`src/rtl/ssy_spi_cfg.svh`:
```
// Offsets, field positions, reset values and bit-rate counts of the SPI port
`ifndef SSY_SPI_CFG_SVH
`define SSY_SPI_CFG_SVH

// Register indices; byte address is four times the index
`define SSY_IDX_INT_CTRL      8'h0b
`define SSY_IDX_PERIPH_FLAGS  8'h0c
`define SSY_IDX_SER_BUF       8'h13
`define SSY_IDX_SER_CTRL      8'h14
`define SSY_IDX_PORT_A_DIR    8'h85
`define SSY_IDX_PORT_C_DIR    8'h87
`define SSY_IDX_PERIPH_EN     8'h8c
`define SSY_IDX_SER_STAT      8'h94

// Serial control fields
`define SSY_CTRL_COLL_BIT     7
`define SSY_CTRL_OVF_BIT      6
`define SSY_CTRL_EN_BIT       5
`define SSY_CTRL_POL_BIT      4

// Serial status fields
`define SSY_STAT_SMPL_BIT     7
`define SSY_STAT_EDGE_BIT     6

// Flag and enable bit of the serial interrupt
`define SSY_IRQ_BIT           3

// Port direction bits used by the serial pins
`define SSY_DIR_SCK_BIT       6
`define SSY_DIR_SDO_BIT       4

// Mode field codes
`define SSY_MODE_MST_DIV4     4'h0
`define SSY_MODE_MST_DIV16    4'h1
`define SSY_MODE_MST_DIV64    4'h2
`define SSY_MODE_MST_TMR      4'h3
`define SSY_MODE_SLV_SEL      4'h4
`define SSY_MODE_SLV          4'h5

// Reset values
`define SSY_RST_ZERO          8'h00
`define SSY_RST_DIR           8'hff

// System clocks per serial clock half period, per divide ratio
`define SSY_HALF_DIV4         6'h02
`define SSY_HALF_DIV16        6'h08
`define SSY_HALF_DIV64        6'h20

// Half-period edges of one master byte
`define SSY_EDGES_BYTE        5'h10
`define SSY_EDGES_LATE        5'h11

`endif

```
`src/rtl/ssy_pkg.sv`:
```
// Types shared by the SPI port
package ssy_pkg;

  typedef enum logic [0:0]
  {
    SSY_IDLE  = 1'b0,
    SSY_SHIFT = 1'b1
  } ssy_phase_type;

  typedef struct packed
  {
    logic          ack;
    logic [7:0]    rdata;
    logic [7:0]    int_ctrl;
    logic [7:0]    periph_flags;
    logic [7:0]    periph_en;
    logic [7:0]    port_a_dir;
    logic [7:0]    port_c_dir;
    logic [7:0]    ctrl;
    logic          smpl;
    logic          clk_edge;
    logic          full;
    logic [7:0]    rx_buf;
    logic [7:0]    shreg;
    logic          sdo;
    logic          sck;
    ssy_phase_type phase;
    logic [4:0]    hcnt;
    logic [5:0]    div;
    logic [2:0]    bitcnt;
    logic          sck_m;
    logic          sck_s;
    logic          sck_p;
    logic          ss_m;
    logic          ss_s;
  } ssy_state_type;

endpackage : ssy_pkg

```
`src/rtl/ssy_spi_port.sv`:
```
// SPI master/slave serial port with Avalon-MM register access
//
// Chosen here: the Avalon-MM register port.
`include "ssy_spi_cfg.svh"
`timescale 1ns/100ps
`default_nettype none

// Overview of operation
// - Shift out on programmed edge, capture on opposite edge, or on the output edge with late sampling; full duplex.
// - Master and slave must share the same idle clock polarity.
// - Master may start a transfer at any time; it makes the clock.
// - Master starts shifting at once when the buffer is written.
// - Master keeps receiving with output disabled; bytes load buffer normally.
// - Control bit 4 selects the idle level of the serial clock.
// - Bytes go out most significant bit first.
// - Master rate is clock/4, /16, /64 or timer-two output/2.
// - With edge select set, output data is valid before first edge.
// - Sample-phase bit picks middle or end of output time for sampling.
// - SPI modes map to polarity/edge: 00=0,1 01=0,0 10=1,1 11=1,0.
// - Slave shifts on external clock, flags interrupt after last bit.
// - Slave keeps shifting during sleep; full byte sets flag and wakes.
// - Master freezes its transfer during sleep and resumes after wake.
// - Slave-select control works only in slave mode with code 4.
// - Low slave-select enables transfer and drives the serial output.
// - High slave-select stops driving serial output immediately, mid-byte too.
// - High slave-select resets the serial engine in slave-select mode.
// - Engine reset clears bit counter; by select high or enable clear.
// - Output pin set as input disables transmission from it.
// - Device reset disables the port and aborts any transfer.
// - Full byte moves to buffer, sets full and flag; read clears full.
// - Buffer write during transfer is ignored and sets sticky collision.
// - Slave byte arriving with buffer full sets overflow and is lost.
// - Mode codes 0 to 5 select the four master and two slave modes.
module ssy_spi_port
  import ssy_pkg::*;
(
  input  wire logic        i_clk,
  input  wire logic        i_rst_n,
  input  wire logic [7:0]  i_avs_address,
  input  wire logic        i_avs_read,
  input  wire logic        i_avs_write,
  input  wire logic [3:0]  i_avs_byteenable,
  input  wire logic [31:0] i_avs_writedata,
  output logic      [31:0] o_avs_readdata,
  output logic             o_avs_waitrequest,
  input  wire logic        i_sleep,
  input  wire logic        i_timer_two_output,
  input  wire logic        i_sck,
  output logic             o_sck,
  output logic             o_sck_oe,
  input  wire logic        i_sdi,
  output logic             o_sdo,
  output logic             o_sdo_oe,
  input  wire logic        i_ss_n,
  output logic             o_serial_irq
);

  // Whole block state; one struct, one register
  ssy_state_type st;
  ssy_state_type next_st;

  // Decoded control and engine strobes
  logic       req;
  logic       accept;
  logic       wr_ok;
  logic       rd_ok;
  logic [7:0] wdata;
  logic [3:0] mode;
  logic       port_en;
  logic       pol;
  logic       is_master;
  logic       is_slave;
  logic       ss_ctl;
  logic       ss_hold;
  logic       busy;
  logic       buf_wr;
  logic [4:0] ecount;
  logic       out_edge;
  logic       smp_now;
  logic       out_now;
  logic [4:0] last_e;
  logic [5:0] half_len;
  logic       tick;
  logic       sck_edge;
  logic       sck_lead;
  logic       slv_run;
  logic       slv_sample;
  logic       slv_out;
  logic [7:0] shin;

  // Register read mux; unmapped indices read zero
  function automatic logic [7:0] read_reg(input ssy_state_type s,
                                          input logic [7:0]    idx);
    case (idx)
      `SSY_IDX_INT_CTRL:     read_reg = s.int_ctrl;
      `SSY_IDX_PERIPH_FLAGS: read_reg = s.periph_flags;
      `SSY_IDX_SER_BUF:      read_reg = s.rx_buf;
      `SSY_IDX_SER_CTRL:     read_reg = s.ctrl;
      `SSY_IDX_PORT_A_DIR:   read_reg = s.port_a_dir;
      `SSY_IDX_PORT_C_DIR:   read_reg = s.port_c_dir;
      `SSY_IDX_PERIPH_EN:    read_reg = s.periph_en;
      `SSY_IDX_SER_STAT:     read_reg = {s.smpl, s.clk_edge, 5'h00, s.full};
      default:               read_reg = 8'h00;
    endcase
  endfunction : read_reg

  // One wait cycle, then the access is taken
  assign req               = i_avs_read | i_avs_write;
  assign o_avs_waitrequest = req & ~st.ack;
  assign accept            = req & st.ack;
  assign wr_ok             = i_avs_write & accept & i_avs_byteenable[0];
  assign rd_ok             = i_avs_read & accept;
  assign wdata             = i_avs_writedata[7:0];
  assign o_avs_readdata    = {24'h000000, st.rdata};

  assign mode      = st.ctrl[3:0];
  assign port_en   = st.ctrl[`SSY_CTRL_EN_BIT];
  assign pol       = st.ctrl[`SSY_CTRL_POL_BIT];
  assign is_master = port_en && (mode <= `SSY_MODE_MST_TMR);
  assign is_slave  = port_en && ((mode == `SSY_MODE_SLV_SEL) ||
                                 (mode == `SSY_MODE_SLV));
  // select control only in code 4
  assign ss_ctl    = port_en && (mode == `SSY_MODE_SLV_SEL);
  // high select holds the engine in reset
  assign ss_hold   = ss_ctl && st.ss_s;
  // Slave mid-byte counts as busy so buffer writes collide
  assign busy      = (st.phase == SSY_SHIFT) || (st.bitcnt != 3'h0);
  assign buf_wr    = wr_ok && (i_avs_address == `SSY_IDX_SER_BUF);
  // Shift-in value shared by master and slave
  assign shin      = {st.shreg[6:0], i_sdi};

  // edge roles within a master byte; odd edges lead
  assign ecount   = st.hcnt + 5'h01;
  assign out_edge = ecount[0] ^ st.clk_edge;
  assign smp_now  = st.smpl ? (out_edge && (ecount > 5'h01)) : ~out_edge;
  assign out_now  = out_edge && (ecount <= `SSY_EDGES_BYTE);
  // Late sampling with leading-edge output needs one extra half period
  assign last_e   = (!st.clk_edge && st.smpl) ? `SSY_EDGES_LATE
                                              : `SSY_EDGES_BYTE;

  assign half_len = (mode == `SSY_MODE_MST_DIV4)  ? `SSY_HALF_DIV4  :
                    (mode == `SSY_MODE_MST_DIV16) ? `SSY_HALF_DIV16 :
                                                    `SSY_HALF_DIV64;
  assign tick = (st.phase == SSY_SHIFT) && !i_sleep &&
                ((mode == `SSY_MODE_MST_TMR) ? i_timer_two_output
                                             : (st.div == half_len - 6'h01));

  // slave edges come from the synchronised clock
  assign sck_edge   = st.sck_s ^ st.sck_p;
  assign sck_lead   = sck_edge && (st.sck_s != pol);
  assign slv_run    = is_slave && !ss_hold;
  // slave shifts on external edges, independent of sleep
  assign slv_sample = slv_run && sck_edge && (sck_lead == st.clk_edge);
  assign slv_out    = slv_run && sck_edge && (sck_lead != st.clk_edge);

  // Pin drivers
  assign o_sck        = st.sck;
  assign o_sck_oe     = is_master && !st.port_c_dir[`SSY_DIR_SCK_BIT];
  assign o_sdo        = st.sdo;
  // Raw select pin so the output lets go without sync delay
  // output drive follows direction bit and raw select
  assign o_sdo_oe     = port_en && !st.port_c_dir[`SSY_DIR_SDO_BIT] &&
                        !(ss_ctl && i_ss_n);
  assign o_serial_irq = st.periph_flags[`SSY_IRQ_BIT] &&
                        st.periph_en[`SSY_IRQ_BIT];

  // Next state; later assignments override earlier ones
  always_comb
  begin
    next_st       = st;
    // two sync flops, third finds edges
    next_st.sck_m = i_sck;
    next_st.sck_s = st.sck_m;
    next_st.sck_p = st.sck_s;
    next_st.ss_m  = i_ss_n;
    next_st.ss_s  = st.ss_m;
    // Ack alternates, giving one wait cycle per access
    next_st.ack   = req & ~st.ack;
    // Read data captured in the wait cycle
    if (req && !st.ack)
    begin
      next_st.rdata = read_reg(st, i_avs_address);
    end

    // Software writes first, so hardware sets below win
    if (wr_ok)
    begin
      case (i_avs_address)
        `SSY_IDX_INT_CTRL:     next_st.int_ctrl     = wdata;
        `SSY_IDX_PERIPH_FLAGS: next_st.periph_flags = wdata;
        `SSY_IDX_SER_CTRL:     next_st.ctrl         = wdata;
        `SSY_IDX_PORT_A_DIR:   next_st.port_a_dir   = wdata;
        `SSY_IDX_PORT_C_DIR:   next_st.port_c_dir   = wdata;
        `SSY_IDX_PERIPH_EN:    next_st.periph_en    = wdata;
        `SSY_IDX_SER_STAT:
        begin
          next_st.smpl     = wdata[`SSY_STAT_SMPL_BIT];
          next_st.clk_edge = wdata[`SSY_STAT_EDGE_BIT];
        end
        default:
        begin
          next_st.rdata = next_st.rdata;
        end
      endcase
    end
    if (rd_ok && (i_avs_address == `SSY_IDX_SER_BUF))
    begin
      next_st.full = 1'b0;
    end

    if (buf_wr && busy)
    begin
      // write during a transfer is dropped
      next_st.ctrl[`SSY_CTRL_COLL_BIT] = 1'b1;
    end
    else if (buf_wr && port_en)
    begin
      // first bit out before any clock edge
      next_st.shreg = wdata;
      next_st.sdo   = wdata[7];
    end

    case (st.phase)
      SSY_IDLE:
      begin
        next_st.sck  = pol;
        next_st.hcnt = 5'h00;
        next_st.div  = 6'h00;
        if (buf_wr && !busy && is_master)
        begin
          next_st.phase = SSY_SHIFT;
        end
      end
      SSY_SHIFT:
      begin
        if (tick)
        begin
          next_st.div  = 6'h00;
          next_st.hcnt = ecount;
          // No toggle on the extra late-sample tick
          if (ecount <= `SSY_EDGES_BYTE)
          begin
            next_st.sck = ~st.sck;
          end
          if (smp_now)
          begin
            next_st.shreg = shin;
          end
          if (out_now)
          begin
            next_st.sdo = smp_now ? st.shreg[6] : st.shreg[7];
          end
          // master byte always loads; no overflow in master
          if (ecount == last_e)
          begin
            next_st.rx_buf                    = smp_now ? shin : st.shreg;
            next_st.full                      = 1'b1;
            next_st.periph_flags[`SSY_IRQ_BIT] = 1'b1;
            next_st.phase                     = SSY_IDLE;
          end
        end
        else if (!i_sleep && (mode != `SSY_MODE_MST_TMR))
        begin
          // Divider counts to one half period
          next_st.div = st.div + 6'h01;
        end
        // Leaving master mode drops the byte
        if (!is_master)
        begin
          next_st.phase = SSY_IDLE;
        end
      end
      default:
      begin
        next_st.phase = SSY_IDLE;
      end
    endcase

    // engine reset by select high or port disable
    if (ss_hold || !port_en)
    begin
      next_st.bitcnt = 3'h0;
    end
    else if (slv_sample)
    begin
      next_st.shreg  = shin;
      next_st.bitcnt = st.bitcnt + 3'h1;
      if (st.bitcnt == 3'h7)
      begin
        // flag once the last bit is latched
        next_st.periph_flags[`SSY_IRQ_BIT] = 1'b1;
        // unread buffer: byte lost, overflow set
        if (st.full)
        begin
          next_st.ctrl[`SSY_CTRL_OVF_BIT] = 1'b1;
        end
        else
        begin
          next_st.rx_buf = shin;
          next_st.full   = 1'b1;
        end
      end
    end
    else if (slv_out)
    begin
      // Slave drives next bit on its output edge
      next_st.sdo = st.shreg[7];
    end

    if (!port_en)
    begin
      next_st.phase = SSY_IDLE;
    end
  end

  // device reset disables the port and ends any transfer
  always_ff @(posedge i_clk or negedge i_rst_n)
  begin
    if (!i_rst_n)
    begin
      st            <= '0;
      st.port_a_dir <= `SSY_RST_DIR;
      st.port_c_dir <= `SSY_RST_DIR;
      st.ctrl       <= `SSY_RST_ZERO;
      st.phase      <= SSY_IDLE;
    end
    else
    begin
      st <= next_st;
    end
  end

endmodule : ssy_spi_port

`default_nettype wire

```
`config.mk`:
```
export PLATFORM = sky130hd
export DESIGN_NAME = ssy_spi_port
export DESIGN_NICKNAME = d
export VERILOG_FILES = /design/src/rtl/ssy_pkg.sv /design/src/rtl/ssy_spi_port.sv
export VERILOG_INCLUDE_DIRS = /design/src /design/src/rtl
export SDC_FILE = /design/constraint.sdc
export NUM_CORES = 1
export LEC_CHECK = 0
export ABC_AREA = 1
export BUFFER_PORTS_ARGS = -buffer_cell sky130_fd_sc_hd__buf_4
export CAP_MARGIN = 20
export CELL_PAD_IN_SITES_DETAIL_PLACEMENT = 0
export CELL_PAD_IN_SITES_GLOBAL_PLACEMENT = 1
export CORE_AREA = 4 4 90 176
export DETAILED_ROUTE_END_ITERATION = 7
export DIE_AREA = 0 0 94 180
export PLACE_DENSITY = 0.85
export SYNTH_ARGS = -nofsm -noshare
export SYNTH_HDL_FRONTEND = slang
export SYNTH_SLANG_ARGS = --single-unit
```
`constraint.sdc`:
```
create_clock -name i_clk -period 2 [get_ports i_clk]
set_clock_uncertainty 0.15 [all_clocks]
set_input_delay 0.2 -clock i_clk [delete_from_list [all_inputs] [get_ports i_clk]]
set_output_delay 0.2 -clock i_clk [all_outputs]
set_load 0.005 [all_outputs]
```
==> key figures, run 1 <==
Critical path
  – Crit path kind: register to register
  – Crit Path Max Fanout: 4
  – Critical Path RT: around 2100 ps
  – Startpoint Class: register
  – Crit path DAT: between 2000 and 2500 ps
  – Worst r2r path cells: 10
  – R2R Setup Slk: 60 ps
  – Crit end category: register
  – Crit Reg-Reg Endpoint: st[34]$_DFF_PN0_
  – Worst r2r src: mode[3]$_DFFE_PN0P_

STA
  – Slew margin rel.: 0.659
  – Final WS setup: 60.3 ps
  – Fmax: 516 MHz
  – Hold Violations, Final: 0
  – RSZ-0062 raised after global routing: true
  – Slew at the pin with the worst max-slew slack: 512 ps
  – Max Slew Vio Count: 0
  – Final Cycle Share: 0.970
  – Final Critical Period: 1940 ps
  – Setup Viol. Count Final: 0

Placement
  – PortBufs: 39
  – Placement Setup Slack: -6.30 ps
  – Hpwl dp: between 10000 and 15000 um
  – Placer Congestion: 0.849
  – Post-DP Area: 0.00604 sq mm

Logic synthesis
  – Gate Count Post-Synth: 672
  – Synth Area in Simple Gates: 0.315
  – Post-synth EDFFs: 0
  – Post-synthesis compound-gate area fraction: 0.104
  – Combinational family with the most area after synthesis: simple AND/OR/NAND/NOR gates
  – Top_reg_cell synth: dfrtp_1
  – Flop and latch count out of synthesis: 98
  – Post-synth cell types: 46
  – Synth warn: 0
  – Sequential area share after synthesis: 0.456
  – Mapped cell area: 0.00543 sq mm
  – Multiplexer area fraction after synthesis: 0
  – Syn Area/Cell: roughly 8.1 sq um
  – Synth Area in XOR/XNOR: 0.00807
  – Share of flip-flops with an asynchronous set or reset: 1.00
  – Area share of fa/ha/maj cells after synthesis: 0.0138

Floorplanning
  – Row count: a little over 60
  – Core Footprint: 0.0144 sq mm
  – Die width: 94 um
  – DIE HEIGHT: around 180 um
  – IO Count: 91
  – Initial core utilization: 0.376
  – Die area: between 0.015 and 0.02 sq mm

Power and ir drop
  – Max VDD drop: 0.405 mV
  – Leak: 3.12 nW
  – Pwr per Cell Area: around 630 mW/mm^2

CTS
  – Max clock buf depth: 2
  – Num Clock Sinks: 98
  – TritonCTS clock tree: yes
  – Clk_lat worst skew: 350 ps
  – Root buffer cell: clkbuf_16
  – Clock slew at reported path FFs: ~70 ps
  – CTS H-tree depth: 3
  – CTS Buf Count: 9

Global routing
  – Vias in the first global route: between 4000 and 5000
  – Total grt overflow: 0
  – Antenna violations before repair: 0
  – Largest net degree at the start of global routing: 39
  – First-pass GRT wire length: 23800 um
  – All-Layer GR Usage: 0.184

Run
  – Max-Cap Viols: 0

Drt
  – Routed Wire Length: 15200 um
  – Drc violations: 0
  – Vias after detailed routing: around 4600
  – DR iter-0 viols: between 300 and 400
  – Avg Vias per Cell: just under 5
  – Routed length per instance: 16.1 um
  – Pre-Repair DR Iteration Count: 8
  – Antenna-violating nets left: 0

Worst hold path
  – Hold WC Path Type: input pin to register
  – Worst Hold Depth: 4
  – WHS Endpoint: st[9]$_DFFE_PN0P_
  – Min-delay src: i_sleep

Final layout
  – P&R area growth vs syn: 20.0%
  – Seq. cell area: 0.00247 sq mm
  – Final instance area: 0.00651 sq mm
  – Final #Nets: 806
  – Fraction of layout cells with a size suffix above 1: 0.239
  – Final core utilization: 0.451
  – N_diodes: 0
  – Area of the multi-input gates: 0.00255 sq mm
  – Filler instances: ~1500

Outcome
  – Status: completed
cells by family after synthesis:
| group | count (synthesis) |
|---|---|
| xor+xnor | 5 |
| simple gates | 355 |
| buf+inv | 106 |
| fa+ha+maj | 6 |
| compound gates | 101 |
| flops | 98 |
| other cells | 1 |
state kept, by name (all words and copies together), names as in the netlist:
signal and flops:
pol 1, next_st 3, o_sck 1, port_en 1, o_avs_readdata 8, o_sdo 1
shin 7, st 72, mode 4
worst max-delay path by stage:
stage / start / to / slack (ps) / cells after the start
2_1_floorplan: st[14]$_DFFE_PN0P_ / st[29]$_DFF_PN0_ / 60 / 13
3_3_place_gp: st[14]$_DFFE_PN0P_ / st[29]$_DFF_PN0_ / 30 / 13
3_5_place_dp: st[14]$_DFFE_PN0P_ / st[37]$_DFF_PN0_ / -6 / 15
4_1_cts: mode[3]$_DFFE_PN0P_ / st[33]$_DFF_PN0_ / 6 / 11
5_1_grt: st[15]$_DFFE_PN0P_ / st[35]$_DFF_PN0_ / -100 / 12
6_report: mode[3]$_DFFE_PN0P_ / st[34]$_DFF_PN0_ / 60 / 10
report_power, final:
part           switching, mW  internal [mW]
Combinational          0.178         0.0857
Clock                  0.845          0.994
Sequential            0.0190           2.01
cells in the mapped netlist (2+ instances only):
master,instances,area share
a21oi_1,7,0.0065
buf_2,2,0.0018
buf_4,34,0.047
buf_6,3,0.0062
clkbuf_1,4,0.0028
clkinv_1,2,0.0014
dfrtp_1,82,0.38
dfstp_2,16,0.077
ha_1,6,0.014
inv_1,55,0.038
inv_2,4,0.0028
nand2_1,202,0.14
nand2_2,8,0.0092
nand2_4,4,0.0083
nand3_1,54,0.050
nand3_2,7,0.013
nand3_4,2,0.0065
nand4_1,7,0.0081
nor2_1,40,0.028
nor2_2,4,0.0046
nor2_4,5,0.010
nor3_1,5,0.0046
nor3_2,6,0.011
nor3_4,3,0.0090
o2111ai_1,3,0.0048
o21ai_0,65,0.060
o21ai_1,11,0.010
o221ai_1,2,0.0032
o22ai_1,6,0.0069
o31ai_1,2,0.0028
or2_2,2,0.0023
xor2_1,5,0.0081
metrics by stage:
step | hold WS [ps] | TNS [ps] | cells | total power [mW]
floorplan | -246 | 0 | 695 | 2.20
global placement | 47.5 | 0 | 921 | 2.32
detailed placement | 47.4 | -6.30 | 921 | 2.33
CTS | 7.05 | 0 | 942 | 4.16
global route | 50.4 | -994 | 944 | 4.28
finish | 13.5 | 0 | 944 | 4.13
worst max-delay path: stages (launching register included):
cell and delay, ps:
dfrtp_2 440, buf_4 150, nor2_4 130, nand3_2 100
nor2_4 150, nand3_2 140, nor2_4 210, buf_12 150
nor3_2 40, nor2_1 100, nand2_1 60
timing repair:
action                     4_1_cts  5_1_grt
pin swaps                        0       19
hold endpoints to repair        29        0
setup endpoints to repair        5       22
buffers inserted                 1        2
gates resized for setup          2       23
hold buffers                     4        0
per-layer routing:
metal | routed length [um] | global-route usage | vias to the layer above
met5 | 0 | 0 | -
met4 | 481 | 0.0706 | 0
met3 | 423 | 0.0172 | 22
met2 | 8810 | 0.361 | 110
met1 | 5450 | 0.193 | 2181
li1 | - | - | 2290
cell type report:
class | instances | share of cell area
Clock inverter | 7 | 0.0127
Tap cell | 192 | 0.0369
Inverter | 63 | 0.0375
Timing Repair Buffer | 84 | 0.106
Multi-Input combinational cell | 491 | 0.392
Clock buffer | 9 | 0.0346
Sequential cell | 98 | 0.380
layout by cell type (no fill, tap or decap), types with 9 or more instances in the layout:
cell type,synthesis,layout
nor2_1,40,36
clkbuf_16,0,9
nand2_2,8,10
conb_1,1,24
dfrtp_1,82,80
buf_4,34,74
dfstp_2,16,16
inv_1,55,53
nand3_1,54,54
o21ai_1,11,12
nand2_1,202,199
o21ai_0,65,64
Note: power is estimated with default switching activity, not from simulation.
==> run 2, diff against run 1 <==
Settings changed: CORE_AREA 4 4 90 176 to 4 4 86 168, DIE_AREA 0 0 94 180 to 0 0 90 172, PLACE_DENSITY 0.85 to 0.88.
Clock period 2 ns to 2.16 ns, I/O delays scaled along.
==> run 2 against run 1 <==
Sequential power down 7%; combinational power is 10% lower; die area decreased by 8.5%; critical path type unchanged; largest power group unchanged.
==> key figures, run 2 (synthesis gave the netlist of run 1 again) <==
Floorplanning
  – Initial core utilization: 0.415
  – Die area: 0.0155 sq mm
  – Die width: 90 um
  – IO Count: slightly above 90
  – DIE HEIGHT: 172 um
  – Row count: between 50 and 60
  – Core Footprint: 0.0131 sq mm

Placement
  – Dpl cells: 862
  – Post-DP Area: about 0.0058 sq mm
  – PortBufs: 39
  – Placer Congestion: 0.929
  – Placement Setup Slack: a little under 80 ps
  – Hpwl dp: 11500 um

Global routing
  – Met1 usage in global routing: 0.192
  – All-Layer GR Usage: 0.192
  – GR Layer Usage met3: 0.0174
  – Antenna violations before repair: 0
  – Vias in the first global route: 4515
  – Total grt overflow: 0
  – Largest net degree at the start of global routing: 46
  – Most Crowded Layer GR: met2
  – First-pass GRT wire length: 23100 um
  – Met2 Track Usage GR: 0.374

Power and ir drop
  – Sw power: 0.965 mW
  – Tot Pwr: 3.72 mW
  – Pwr per Cell Area: 591 mW/mm^2
  – Leak: 3.05 nW
  – Reg power frac: 0.505
  – Combinational share of power: 0.064
  – Fraction of power spent switching nets: 0.259
  – Max VDD drop: 0.389 mV
  – Internal power: 2.76 mW
  – Clock network power share: 0.431

Worst hold path
  – Min-delay src: i_sleep
  – Hold WC Path Type: input pin to register

Critical path
  – Crit path DAT: about 2200 ps
  – Crit end category: register
  – Startpoint Class: register
  – Crit Path Max Fanout: 6
  – Worst path max stage delay: 370 ps
  – CP max stage cell: dfrtp_1
  – Crit path kind: register to register
  – Critical-path cell list: buf_6 -> ha_4 -> nand2_2 -> inv_2 -> nand3_2 -> nand2_4 -> nand4_1 -> nor2_4 -> nand3_4 -> buf_6 -> nor2_1 -> nand2_1 -> nand2_1 -> nor2_1
  – Worst r2r src: st[14]$_DFFE_PN0P_
  – Worst setup path start: st[14]$_DFFE_PN0P_
  – Critical Path RT: 2260 ps

STA
  – Max Slew Vio Count: 0
  – Hold Violations, Final: 0
  – Final Cycle Share: 0.969
  – Final Hold Slack: between 30 and 40 ps
  – Slew at the pin with the worst max-slew slack: 601 ps
  – Setup Viol. Count Final: 0
  – Fmax: approximately 480 MHz
  – Slew margin rel.: 0.599
  – Final Critical Period: 2090 ps
  – Final WS setup: 66.6 ps
  – RSZ-0062 raised after global routing: true
  – Total negative slack: 0 ps

Drt
  – Routed length per instance: around 17 um
  – Vias after detailed routing: 4646
  – Pre-Repair DR Iteration Count: 5
  – Avg Vias per Cell: between 5 and 6
  – Routed Wire Length: 14900 um
  – Drc violations: 0
  – DR iter-0 viols: ~280
  – Antenna-violating nets left: 0

Final layout
  – N_diodes: 0
  – P&R area growth vs syn: 16.1%
  – Non-filler cells in the finished layout: 891
  – Final core utilization: 0.482
  – Leading cell type in the layout, fill and taps excluded: nand2_1
  – Top reg by flops: st
  – Final instance area: ~0.0063 sq mm
  – Most frequent cells in the layout: nand2_1, dfrtp_1, o21ai_0
  – Max reg flops: 72
  – Fraction of layout cells with a size suffix above 1: 0.214
  – Final #Nets: just under 800

CTS
  – TritonCTS clock tree: yes
  – Num Clock Sinks: 98
  – CTS Buf Count: 9
  – CTS H-tree depth: 3
  – Clk_lat worst skew: 360 ps
  – Max clock buf depth: 2
  – Clock slew at reported path FFs: 70 ps
  – Root buffer cell: clkbuf_16

Run
  – Max-Cap Viols: 0

Outcome
  – Status: completed
==> run 2: cell count changes in the layout (fill, tap and decap cells not counted), sizes merged <==
cell / before / now
bufinv: 1 / 0
clkinv: 2 / 3
inv: 65 / 66
clkinvlp: 2 / 1
buf: 80 / 67
==> run 2: path summary, 6_finish.rpt <==
path | endpoint | slack (ps) | cells after the start
worst min register to register | next_st[2]$_DFF_PN0_ | 200 | 0
min in group asynchronous | st[14]$_DFFE_PN0P_ | 250 | 2
max in group asynchronous | mode[3]$_DFFE_PN0P_ | 910 | 3
worst max register to register | st[37]$_DFF_PN0_ | 70 | 14
worst min-delay path | st[9]$_DFFE_PN0P_ | 30 | 4
worst max-delay path | st[37]$_DFF_PN0_ | 70 | 14
==> run 2: final cells by class <==
cell class / instances / area, sq um
fillers: 1260 / 6770
flip-flops and latches: 98 / 2470
clock inverters: 7 / 67.6
well taps: 152 / 190
clock buffers: 9 / 225
repair buffers: 71 / 571
multi-input cells: 491 / 2520
inverters: 63 / 249
==> run 2: routing by layer <==
metal | share of wire | vias up | routed length [um]
met2 | 0.56 | 141 | 8370
met4 | 0.054 | 0 | 810
met5 | 0 | - | 0
met3 | 0.033 | 46 | 495
met1 | 0.35 | 2199 | 5220
li1 | - | 2260 | -
==> run 2: repair_timing <==
action                     CTS  global route
hold endpoints to repair    31             0
hold buffers                 4             0
setup endpoints to repair    0            16
setup buffers                0             9
resized for setup            0            18
==> run 2: critical path, delay by kind of cell, from the launching register on <==
kind                     cells  cell delay [ps]
adder cells (fa/ha/maj)      1              140
flip-flops                   1              370
buffers and inverters        3              350
AND/OR/NAND/NOR             10              950
==> run 2: power by group through the flow <==
stage	sequential, mW	clock (mW)	combinational (mW)
2_1_floorplan	1.91	0	0.127
3_3_place_gp	1.91	0	0.228
3_5_place_dp	1.91	0	0.233
4_1_cts	1.88	1.62	0.240
5_1_grt	1.88	1.70	0.266
6_report	1.88	1.60	0.237
